===== src/shared/tlic_pkg.sv =====
// tlic_pkg: constants and types for the top-level and external interrupt controller.
// assumes a plain register port with 8-bit registers at their printed offsets.
package tlic_pkg;
    localparam int ADDR_W = 8;
    localparam int DATA_W = 8;
    localparam logic [7:0] OFS_CENTRAL = 8'h00_E6;
    localparam logic [7:0] OFS_EDGE = 8'h00_F2;
    localparam logic [7:0] OFS_PEND = 8'h00_F3;
    localparam logic [7:0] OFS_TOPCFG = 8'h00_F6;
    localparam logic [7:0] OFS_LOCK = 8'h00_F7;
    localparam logic [7:0] OFS_CHMASK = 8'h00_F4;
    localparam logic [7:0] OFS_CHPRIO = 8'h00_F5;
    localparam logic [7:0] OFS_CHVEC = 8'h00_F8;
    localparam logic [7:0] OFS_STATUS = 8'h00_F9;
    localparam logic [7:0] RST_CENTRAL = 8'h00_87;
    localparam logic [7:0] RST_ZERO = 8'h00_00;
    localparam logic [7:0] RST_PRIO = 8'h00_FF;
    localparam logic [3:0] RST_TOPCFG = 4'h0_6;
    // central register bit positions
    localparam int B_COUNTER = 7;
    localparam int B_TOPPEND = 6;
    localparam int B_TOPMASK = 5;
    localparam int B_ALLOW = 4;
    localparam int B_ARB = 3;
    // top configuration and lock register bit positions
    localparam int B_TOPEDGE = 3;
    localparam int B_TOPSRC = 2;
    localparam int B_LOCK = 7;
    localparam int NCH = 8;
    localparam logic [2:0] PRIO_NEVER = 3'h7;
    localparam logic [2:0] PRIO_LOWEST = 3'h7;
    // timing, in core clock cycles
    localparam int SAMPLE_PERIOD = 5;
    localparam int RESOLVE_CYCLES = 6;
    localparam int MACHINE_BASE = 18;
    localparam int MACHINE_EXTRA = 2;
    localparam int WAKE_EXTRA = 1;
    localparam int TOP_VEC_W = 7;
    localparam logic [6:0] TOP_VECTOR = 7'h7F;
    typedef enum logic [1:0]
    {
        TLIC_IDLE = 2'b00,
        TLIC_RESOLVE = 2'b01,
        TLIC_CYCLE = 2'b10,
        TLIC_SERVICE = 2'b11
    } tlic_state_t;
    typedef struct packed
    {
        logic [ADDR_W-1:0] addr;
        logic [DATA_W-1:0] wdata;
        logic wr;
        logic rd;
    } tlic_bus_t;
    typedef struct packed
    {
        logic valid;
        logic top;
        logic [2:0] channel;
        logic [6:0] vector;
        logic [2:0] priority_level;
    } tlic_ack_t;
endpackage


===== src/rtl/tlic_top.sv =====
// tlic_top: top-level and external interrupt arbitration with register file.
// assumes synchronous pins; the core reports write completion, instruction ends, returns, ei/di and wait mode.
`timescale 1ns/1ns
`default_nettype none
module tlic_top
    import tlic_pkg::*;
#(
    parameter int NUM_CH = NCH
)
(
    input wire logic clock_in,
    input wire logic rst_in,
    input wire tlic_bus_t bus_in,
    output logic [DATA_W-1:0] rdata_out,
    input wire logic nonmask_pin_in,
    input wire logic watchdog_eoc_in,
    input wire logic [NUM_CH-1:0] ext_pin_in,
    input wire logic stack_in_regfile_in,
    input wire logic segment_push_enable_in,
    input wire logic core_waiting_in,
    input wire logic write_done_in,
    input wire logic instr_end_in,
    input wire logic iret_in,
    input wire logic ei_in,
    input wire logic di_in,
    output tlic_ack_t ack_out,
    output logic abort_out,
    output logic routine_start_out,
    output logic top_busy_out,
    output logic dma_block_out
);
    logic [7:0] central;
    logic [7:0] edge_sel;
    logic [7:0] pend;
    logic [7:0] unmask;
    logic [7:0] prio_pairs;
    logic [6:0] vec_base;
    logic [3:0] topcfg;
    logic lock;
    logic nmi_q;
    logic wdg_q;
    logic [NUM_CH-1:0] ext_q;
    logic top_event;
    logic [NUM_CH-1:0] ext_event;
    logic [NUM_CH-1:0] ext_req;
    logic top_req;
    logic [2:0] sample_cnt;
    logic [2:0] resolve_cnt;
    logic [4:0] cycle_cnt;
    logic [4:0] cycle_len;
    tlic_state_t state;
    logic win_valid;
    logic win_top;
    logic [2:0] win_ch;
    logic [2:0] win_prio;
    logic [2:0] held_prio;
    logic held_top;
    logic [2:0] held_ch;
    logic [2:0] saved_prio;
    logic wr_central;
    logic wr_pend;
    logic ack_fire;
    logic ret_fire;

    assign wr_central = bus_in.wr && (bus_in.addr == OFS_CENTRAL);
    assign wr_pend = bus_in.wr && (bus_in.addr == OFS_PEND);

    // edge detection; pins are assumed held one int clock before sampling
    always_ff @(posedge clock_in or posedge rst_in)
    begin
        if (rst_in)
        begin
            nmi_q <= 1'b0;
            wdg_q <= 1'b0;
            ext_q <= '0;
        end
        else
        begin
            nmi_q <= nonmask_pin_in;
            wdg_q <= watchdog_eoc_in;
            ext_q <= ext_pin_in;
        end
    end

    // top trigger: source and edge selection
    always_comb
    begin
        if (topcfg[B_TOPSRC])
            top_event = topcfg[B_TOPEDGE] ? (nonmask_pin_in && !nmi_q)
                                          : (!nonmask_pin_in && nmi_q);
        else
            top_event = watchdog_eoc_in && !wdg_q;
    end

    // per-channel edges; rising when edge bit set, channel 7 falling only
    always_comb
    begin
        for (int i = 0; i < NUM_CH; i++)
        begin
            if (edge_sel[i] && (i != NUM_CH - 1))
                ext_event[i] = ext_pin_in[i] && !ext_q[i];
            else
                ext_event[i] = !ext_pin_in[i] && ext_q[i];
        end
    end

    // requests: channel needs unmask, pending and global allow
    always_comb
    begin
        for (int i = 0; i < NUM_CH; i++)
            ext_req[i] = unmask[i] && pend[i] && central[B_ALLOW];
        top_req = central[B_TOPPEND] &&
                  ((central[B_TOPMASK] && central[B_ALLOW]) || lock);
    end

    // priority of channel i: pair level from software, low bit fixed by parity
    function automatic logic [2:0] ch_prio(input logic [7:0] pairs, input int i);
        logic [1:0] p;
        p = pairs[(i/2)*2 +: 2];
        return {p, 1'(i % 2)};
    endfunction

    // winner search: top first, then lowest level strictly below running level
    always_comb
    begin
        win_valid = 1'b0;
        win_top = 1'b0;
        win_ch = '0;
        win_prio = PRIO_LOWEST;
        if (top_req)
        begin
            win_valid = 1'b1;
            win_top = 1'b1;
        end
        else
        begin
            for (int i = 0; i < NUM_CH; i++)
            begin
                if (ext_req[i] && ch_prio(prio_pairs, i) != PRIO_NEVER
                    && ch_prio(prio_pairs, i) < central[2:0]
                    && (!win_valid || ch_prio(prio_pairs, i) < win_prio))
                begin
                    win_valid = 1'b1;
                    win_ch = 3'(i);
                    win_prio = ch_prio(prio_pairs, i);
                end
            end
        end
    end

    // machine cycle length, plus one cycle from wait mode
    assign cycle_len = 5'(MACHINE_BASE)
        + (stack_in_regfile_in ? 5'(MACHINE_EXTRA) : 5'd0)
        + (segment_push_enable_in ? 5'(MACHINE_EXTRA) : 5'd0)
        + (core_waiting_in ? 5'(WAKE_EXTRA) : 5'd0);

    // free-running sampler independent of instruction flow
    always_ff @(posedge clock_in or posedge rst_in)
    begin
        if (rst_in)
            sample_cnt <= '0;
        else if (sample_cnt == 3'(SAMPLE_PERIOD - 1))
            sample_cnt <= '0;
        else
            sample_cnt <= sample_cnt + 3'd1;
    end

    // arbitration sequencer: sample, resolve, machine cycle, service
    always_ff @(posedge clock_in or posedge rst_in)
    begin
        if (rst_in)
        begin
            state <= TLIC_IDLE;
            resolve_cnt <= '0;
            cycle_cnt <= '0;
            held_top <= 1'b0;
            held_ch <= '0;
            held_prio <= PRIO_LOWEST;
        end
        else
        begin
            unique case (state)
                TLIC_IDLE:
                begin
                    // top routine active blocks everything, including a second top
                    if (sample_cnt == '0 && win_valid && !top_busy_out)
                    begin
                        state <= TLIC_RESOLVE;
                        resolve_cnt <= 3'(RESOLVE_CYCLES - 1);
                        held_top <= win_top;
                        held_ch <= win_ch;
                        held_prio <= win_prio;
                    end
                end
                TLIC_RESOLVE:
                begin
                    if (resolve_cnt != '0)
                        resolve_cnt <= resolve_cnt - 3'd1;
                    else if (!write_done_in || instr_end_in)
                    begin
                        state <= TLIC_CYCLE;
                        cycle_cnt <= cycle_len - 5'd1;
                    end
                end
                TLIC_CYCLE:
                begin
                    if (cycle_cnt != '0)
                        cycle_cnt <= cycle_cnt - 5'd1;
                    else
                        state <= held_top ? TLIC_SERVICE : TLIC_IDLE;
                end
                TLIC_SERVICE:
                begin
                    if (iret_in)
                        state <= TLIC_IDLE;
                end
            endcase
        end
    end

    assign ack_fire = (state == TLIC_RESOLVE) && (resolve_cnt == '0)
                      && (!write_done_in || instr_end_in);
    assign ret_fire = iret_in && (state != TLIC_RESOLVE) && (state != TLIC_CYCLE);

    // acknowledge and abort indication toward the core
    always_ff @(posedge clock_in or posedge rst_in)
    begin
        if (rst_in)
        begin
            ack_out <= '0;
            abort_out <= 1'b0;
            routine_start_out <= 1'b0;
        end
        else
        begin
            ack_out.valid <= ack_fire;
            ack_out.top <= held_top;
            ack_out.channel <= held_ch;
            ack_out.vector <= held_top ? TOP_VECTOR : {vec_base[6:3], held_ch};
            ack_out.priority_level <= held_prio;
            abort_out <= ack_fire && !write_done_in;
            routine_start_out <= (state == TLIC_CYCLE) && (cycle_cnt == '0);
        end
    end

    assign top_busy_out = (state == TLIC_SERVICE) ||
                          ((state != TLIC_IDLE) && held_top);
    assign dma_block_out = top_busy_out;

    // central register: pending, masks, allow, mode and running level
    always_ff @(posedge clock_in or posedge rst_in)
    begin
        if (rst_in)
        begin
            central <= RST_CENTRAL;
            saved_prio <= PRIO_LOWEST;
        end
        else
        begin
            if (wr_central)
                central <= bus_in.wdata;
            // hardware set wins over any write; software may also set it
            if (top_event)
                central[B_TOPPEND] <= 1'b1;
            else if (ack_fire && held_top)
                central[B_TOPPEND] <= 1'b0;
            else if (wr_central)
                central[B_TOPPEND] <= bus_in.wdata[B_TOPPEND] | central[B_TOPPEND];
            if (ack_fire && !held_top)
            begin
                central[B_ALLOW] <= 1'b0;
                if (central[B_ARB])
                begin
                    saved_prio <= central[2:0];
                    central[2:0] <= held_prio;
                end
            end
            else if (ret_fire && state != TLIC_SERVICE)
            begin
                central[B_ALLOW] <= 1'b1;
                if (central[B_ARB])
                    central[2:0] <= saved_prio;
            end
            else if (ei_in)
                central[B_ALLOW] <= 1'b1;
            else if (di_in)
                central[B_ALLOW] <= 1'b0;
        end
    end

    // channel pending: hardware set wins over software clear
    always_ff @(posedge clock_in or posedge rst_in)
    begin
        if (rst_in)
            pend <= RST_ZERO;
        else
        begin
            for (int i = 0; i < NUM_CH; i++)
            begin
                if (ext_event[i])
                    pend[i] <= 1'b1;
                else if (ack_fire && !held_top && held_ch == 3'(i))
                    pend[i] <= 1'b0;
                else if (wr_pend)
                    pend[i] <= bus_in.wdata[i];
            end
        end
    end

    // software configuration registers; lock is set-only and clears only on reset
    always_ff @(posedge clock_in or posedge rst_in)
    begin
        if (rst_in)
        begin
            edge_sel <= RST_ZERO;
            unmask <= RST_ZERO;
            prio_pairs <= RST_PRIO;
            vec_base <= '0;
            topcfg <= RST_TOPCFG;
            lock <= 1'b0;
        end
        else if (bus_in.wr)
        begin
            unique case (bus_in.addr)
                OFS_EDGE: edge_sel <= bus_in.wdata;
                OFS_CHMASK: unmask <= bus_in.wdata;
                OFS_CHPRIO: prio_pairs <= bus_in.wdata;
                OFS_CHVEC: vec_base <= bus_in.wdata[6:0];
                OFS_TOPCFG: topcfg <= bus_in.wdata[3:0];
                OFS_LOCK: lock <= lock | bus_in.wdata[B_LOCK];
                default: ;
            endcase
        end
    end

    // read data one cycle after the strobe; unmapped reads return zero
    always_ff @(posedge clock_in or posedge rst_in)
    begin
        if (rst_in)
            rdata_out <= '0;
        else if (bus_in.rd)
        begin
            unique case (bus_in.addr)
                OFS_CENTRAL: rdata_out <= central;
                OFS_EDGE: rdata_out <= edge_sel;
                OFS_PEND: rdata_out <= pend;
                OFS_CHMASK: rdata_out <= unmask;
                OFS_CHPRIO: rdata_out <= prio_pairs;
                OFS_CHVEC: rdata_out <= {1'b0, vec_base};
                OFS_TOPCFG: rdata_out <= {4'h0, topcfg};
                OFS_LOCK: rdata_out <= {lock, 7'h00};
                OFS_STATUS: rdata_out <= {top_busy_out, 5'h00, state};
                default: rdata_out <= '0;
            endcase
        end
        else
            rdata_out <= '0;
    end
endmodule
`default_nettype wire


===== config.mk =====
export PLATFORM = sky130hd
export DESIGN_NAME = tlic_top
export DESIGN_NICKNAME = d
export VERILOG_FILES = /design/src/shared/tlic_pkg.sv /design/src/rtl/tlic_top.sv
export SDC_FILE = /design/constraint.sdc
export NUM_CORES = 1
export LEC_CHECK = 0
export BUFFER_PORTS_ARGS = -buffer_cell sky130_fd_sc_hd__buf_2
export CORE_UTILIZATION = 40
export CTS_CLUSTER_DIAMETER = 200
export DETAILED_ROUTE_END_ITERATION = 10
export PLACE_DENSITY = 0.67
export SYNTH_ARGS = -nofsm -noshare
export SYNTH_HDL_FRONTEND = slang
export SYNTH_SLANG_ARGS = --single-unit

===== constraint.sdc =====
create_clock -name clock_in -period 19.8 [get_ports clock_in]
set_input_delay 2.97 -clock clock_in [delete_from_list [all_inputs] [get_ports clock_in]]
set_output_delay 2.97 -clock clock_in [all_outputs]
set_load 0.02 [all_outputs]

==> results of run 1 <==
worst paths after layout:
path                              startpoint           end  slack, ps  cells after the start
max in group asynchronous             rst_in     unmask[2]      15870                      3
worst min-delay path            held_prio[2]    ack_out[2]        430                      0
worst max-delay path              central[1]  held_prio[1]      10230                     44
worst min register to register  held_prio[2]    ack_out[2]        430                      0
min in group asynchronous             rst_in    ack_out[4]       2640                      2
worst max register to register    central[1]  held_prio[1]      10230                     44
cells by family (layout without fill, tap and decap cells):
| logic type | count (synthesis) | count (layout) | synth area share, % |
|---|---|---|---|
| compound gates | 132 | 132 | 16.01 |
| simple gates | 178 | 178 | 16.76 |
| buf+inv | 37 | 108 | 2.622 |
| flops | 110 | 110 | 47.33 |
| fa+ha+maj | 28 | 28 | 6.098 |
| mux | 58 | 58 | 10.87 |
| xor+xnor | 2 | 2 | 0.2986 |
cell type report:
type	instances	area (um^2)	area share, %
multi-input combinational	398	2943	44.07
timing repair buffer	69	357.8	5.359
clock inverter	6	46.29	0.6933
tap	180	225.2	3.373
inverter	23	88.84	1.330
sequential	110	2778	41.60
clock buffer	10	239.0	3.579
power by group through the flow:
stage               combinational (mW)  clock [mW]  sequential (mW)
floorplan                       0.0727           0            0.280
global placement                 0.103           0            0.284
detailed placement               0.107           0            0.285
CTS                              0.108       0.175            0.281
global route                     0.122       0.185            0.285
finish                           0.108       0.173            0.281
layout by cell type, fill, tap and decap left out, types with 5 or more instances in the layout:
| cell type | instances |
|---|---|
| nand3b_1 | 8 |
| buf_4 | 5 |
| nor4_1 | 5 |
| a22oi_1 | 7 |
| nor2_1 | 26 |
| a32oi_1 | 5 |
| a222oi_1 | 9 |
| or2_2 | 10 |
| o21ai_0 | 21 |
| and3_1 | 5 |
| nand3_1 | 16 |
| dfrtp_1 | 90 |
| nand2_1 | 38 |
| ha_1 | 27 |
| a21o_1 | 8 |
| a31oi_1 | 7 |
| buf_2 | 64 |
| o221ai_1 | 8 |
| nand2b_1 | 16 |
| clkbuf_16 | 9 |
| nor2b_1 | 11 |
| nor3_1 | 14 |
| inv_1 | 22 |
| mux2i_1 | 15 |
| dfstp_2 | 20 |
| or3b_2 | 6 |
| mux2_2 | 42 |
| a21oi_1 | 32 |
flip-flops by register name (all words and copies together), names as in the netlist, 4 cells and up:
register and flops:
ack_out 15, central 8, cycle_cnt 5, edge_sel 8, ext_q 8, pend 8, prio_pairs 8, rdata_out 8
topcfg 4, unmask 8, vec_base 7
critical path, delay by kind of cell, from the launching register on:
family          cells  cell delay, ps
simple gates       10            1600
mux                 6            1660
buf+inv             4             310
flops               1             600
fa+ha+maj           7            1690
compound gates     17            3640
per-layer routing:
layer / GRT usage, % / vias to the layer above / share of wire [%] / wire length [um]
met1: 29.38 / 2285 / 46 / 6962
met5: 0 / - / 0 / 0
li1: - / 2153 / - / -
met2: 34.57 / 188 / 47 / 7124
met4: 7.907 / 0 / 2.1 / 323
met3: 4.336 / 23 / 5.8 / 885
==> out/metrics.cfg, run 1 <==
[logic_synthesis]
synth_common_cells = 90 x dfrtp_1, 42 x mux2_2, 38 x nand2_1
yosysWarnings = 0
yosysSeqAreaShare_pct = 47.33
syn_nets = 611
synth.distinct_cells = 65
synth_edf_count = 0
ys_seq_elements = 110
synth_top_area_share_pct = 38.38
syn_area_um2 = 5868
ys_dominant_reg_cell = dfrtp_1
synth_area_leaders = dfrtp_1 38%, dfstp_2 9.0%, mux2_2 8.1%
avgSynthCellArea_um2 = 10.77
synthArstFlopShare_pct = 100.0
yosysTopAreaCell = dfrtp_1
postSynthCellCount = 545
synth.most_common_cell = dfrtp_1

[timing]
fmax_ghz = 0.1045
finalHoldViolCount = 0
tightest_slew_ps = 935.5
hold_ws_ps = 429.5
finClkSkew_ps = 7.403
rsz0062_at_grt = no
layout_min_cycle_time_ps = 9566
tns_ps = 0
slew_headroom_pct = 37.50
setup_viol = 0
finalMaxSlewViolations = 0
fin_crit_sh_pct = 48.31
worst_slack_ps = 10230

[flow_run]
maxCapViolations = 0

[detailed_routing]
routed_wl_mm = 15.30
via_per_inst = 5.840
first_iter_violations = 387
firstDrtPassIters = 5
wire_per_inst_um = 19.22
drc_errors = 0
route.vias.total = 4649
drtAntennaViolNets = 0

[clock_network]
clkSlewWorstSetupHoldPaths_ps = 70
holdBufCountCts = 0
htreeDepth = 3
ctsLongestPathBuffers = 2
root_buffer = clkbuf_16
clk_latency_ps = 350
clock_sinks = 110
ctsResizeCount = 0
cts_made_buffers = 9
postCtsSetupBuffers = 0
cts_tree = built

[setup_path]
slowest_delay_ps = 600
crit_type = reg -> reg
critPathRequiredTime_ps = 20090
cp_data_arrival_time_ps = 9850
worstSetupStartpointType = register
cpMostUsedCell = ha_1
cp_slowest_cell = dfstp_2
end_kind = register
path_max_fanout = 7

[die]
dieArea_um2 = 15160
die_h_um = 123.1
core_area_um2 = 14100
start_util_pct = 41.63
fp.dieW_um = 123.1
ios = 65
rows = 43

[cells_and_area]
layout-drive-gt1-share_pct = 28.73
antenna_cells = 0
fin_area_um2 = 6678
fin_cells = 796
fin_util_pct = 47.37
fillers = 1322
areaGrowthSynthToFinish_pct = 13.80
final_nets = 677

[worst_hold_path]
min_path_type = reg -> reg

[global_route]
grt_usage_pct = 21.75
grt_pass1_wl_mm = 24.92
grt_max_degree = 73
antenna_found_initial = 0
gr-total-overflow = 0
grt_pass1_vias = 4687

[power_and_ir_drop]
p_total_mw = 0.5623
swShare_pct = 31.43
p_int_mw = 0.3855
power_leakage_nw = 3.058
ir_worst_vdd_mv = 0.04911
p_seq_share_pct = 50.0
comb_power_share_pct = 19.1
pwr-share-clk_pct = 30.8
p_switching_mw = 0.1767
power_density_nw_per_um2 = 84.20

[placement]
gp_congestion = 0.8696
dp_cells = 780
place_area_um2 = 6392
hpwl_mm = 11.44
dp_slack_ps = 10340
port_buffers = 64

[run_status]
outcome = finished clean

No activity file was read; power rests on OpenSTA's default activity.
==> inputs of run 2 (changes only) <==
clock period = 9.1 ns   (was 19.8 ns; I/O delays follow)
==> out/metrics.cfg, run 2 (synthesis results as in run 1) <==
[power_and_ir_drop]
p_int_mw = 0.8936  ; +130%
power_density_nw_per_um2 = 185.6  ; +120%
p_seq_share_pct = 48.0  ; -2.0 points
pwr-share-clk_pct = 32.9  ; +2.1 points
p_switching_mw = 0.3823  ; +120%
swShare_pct = 29.96  ; -1.5 points
comb_power_share_pct = 19.1  ; about the same
ir_worst_vdd_mv = 0.1108  ; +130%
power_leakage_nw = 3.172  ; +3.7%
p_total_mw = 1.276  ; +130%

[setup_path]
r2r-start = central[2]
path_max_fanout = 7  ; unchanged
cp_slowest_cell = dfstp_2
critPathRequiredTime_ps = 9380  ; -10710 ps
slowest_delay_ps = 550  ; -50 ps
r2r_setup_slack_ps = 340  ; -9900 ps
worstRegToRegCells = 44  ; unchanged
r2r-end = held_prio[1]
crit_type = reg -> reg
cp_data_arrival_time_ps = 9050  ; -800 ps
end_kind = register
cpMostUsedCell = a21o_1
worstSetupStartpointType = register

[worst_hold_path]
hold_path_end = ack_out[0]
hp-start = held_prio[0]
holdPathStages = 0  ; unchanged
min_path_type = reg -> reg

[detailed_routing]
drc_errors = 0  ; unchanged
wl_met1_mm = 7.050  ; +1.3%
via_per_inst = 5.884  ; +0.75%
route.vias.total = 4772  ; +2.6%
drtAntennaViolNets = 0  ; unchanged
wl_met3_um = 931  ; +5.2%
routed.top_layer = met4
first_iter_violations = 450  ; +16%
routed_wl_mm = 15.54  ; +1.6%
wl_met2_mm = 7.191  ; +0.94%
firstDrtPassIters = 5  ; unchanged
wire_per_inst_um = 19.17  ; -0.26%

[clock_network]
cts_tree = built
cts_made_buffers = 9  ; unchanged
ctsLongestPathBuffers = 2  ; unchanged
clkSlewWorstSetupHoldPaths_ps = 70  ; about the same
clk_latency_ps = 350  ; about the same
htreeDepth = 3  ; unchanged
clock_sinks = 110  ; unchanged
root_buffer = clkbuf_16
holdBufCountCts = 0  ; unchanged

[placement]
port_buffers = 64  ; unchanged
hpwl_mm = 11.44  ; about the same
gp_congestion = 0.8854  ; +1.8%
dp_slack_ps = -152.7  ; -10490 ps
dp_cells = 782  ; +0.26%

[timing]
tightest_slew_ps = 982.4  ; +46.96 ps
slew_headroom_pct = 34.36  ; -3.1 points
layout_min_cycle_time_ps = 8761  ; -804.3 ps
finClkSkew_ps = 6.191  ; -1.212 ps
hold_ws_ps = 436.0  ; +6.501 ps
finalHoldViolCount = 0  ; unchanged
fin_crit_sh_pct = 96.28  ; +48 points
worst_slack_ps = 338.6  ; -9896 ps
setup_viol = 0  ; unchanged
finalMaxSlewViolations = 0  ; unchanged
fmax_ghz = 0.1141  ; +9.2%

[global_route]
antenna_found_initial = 0  ; unchanged
grt_pass1_vias = 4663  ; -0.51%
gr-total-overflow = 0  ; unchanged
grt_pass1_wl_mm = 24.74  ; -0.72%
grt_max_degree = 58  ; -21%
grt_usage_pct = 21.60  ; -0.15 points

[cells_and_area]
fin_util_pct = 48.76  ; +1.4 points
final_nets = 692  ; +2.2%
largest-register = ack_out
largest_reg_flops = 15  ; unchanged
mostFrequentLayoutCells = 90 x dfrtp_1, 64 x buf_2, 40 x mux2_2, 37 x nand2_1, 29 x a21oi_1
fillers = 1297  ; -1.9%
antenna_cells = 0  ; unchanged
fin_cells = 811  ; +1.9%
mostFrequentLayoutCell = dfrtp_1
areaGrowthSynthToFinish_pct = 17.12
layout-drive-gt1-share_pct = 32.01  ; +3.3 points

[die]
ios = 65  ; unchanged
rows = 43  ; unchanged
dieArea_um2 = 15160  ; unchanged
core_area_um2 = 14100  ; unchanged
die_h_um = 123.1  ; unchanged
fp.dieW_um = 123.1  ; unchanged
start_util_pct = 41.63  ; unchanged

[run_status]
outcome = finished clean

[flow_run]
maxCapViolations = 0  ; unchanged

run 2: how the worst max path moves through the flow:
stage | start | endpoint | slack, ps | cells past startpoint
after CTS | central[2] | held_prio[1] | 8 | 44
after global placement | central[1] | held_prio[1] | 250 | 44
after floorplan | central[1] | held_prio[1] | 620 | 44
final | central[2] | held_prio[1] | 340 | 44
after detailed placement | central[1] | held_prio[1] | -150 | 44
after global routing | central[1] | held_prio[1] | -70 | 44
run 2: critical path, delay by kind of cell, from the launching register on:
kind                     cells  cell delay, ps
AO/OA/AOI/OAI               17            3250
adder cells (fa/ha/maj)      7            1590
buffers and inverters        4             250
flip-flops                   1             550
multiplexers                 6            1500
AND/OR/NAND/NOR             10            1530
run 2: what timing repair did:
item	CTS	global route
pin swaps	1	8
resized for setup	3	13
setup endpoints to repair	3	6
buffers inserted	0	13
run 2: cell type report:
cell class | count | area (um^2) | share of cell area, %
Clock inverter | 5 | 82.58 | 1.202
Inverter | 23 | 88.84 | 1.293
Timing Repair Buffer | 84 | 470.5 | 6.845
Multi-Input combinational cell | 398 | 2995 | 43.58
Clock buffer | 11 | 232.7 | 3.386
Sequential cell | 110 | 2778 | 40.42
Tap cell | 180 | 225.2 | 3.277
run 2: per-stage QoR:
step                      TNS (ps)  instance area (um^2)
final                            0                  6873
after detailed placement    -216.4                  6407
after floorplan                  0                  5868
after CTS                        0                  6733
after global placement           0                  6407
after global routing        -68.14                  6873
run 2: power groups by stage:
stage	Clock [mW]	Sequential [mW]	Combinational, mW
floorplan	0	0.610	0.158
global placement	0	0.618	0.224
detailed placement	0	0.620	0.233
CTS	0.426	0.611	0.236
global route	0.446	0.620	0.276
finish	0.420	0.612	0.244
run 2: per-layer routing:
| layer | up-vias | GRT usage [%] |
|---|---|---|
| li1 | 2187 | - |
| met1 | 2369 | 30.58 |
| met2 | 185 | 33.52 |
| met3 | 31 | 3.321 |
| met4 | 0 | 7.681 |
| met5 | - | 0 |
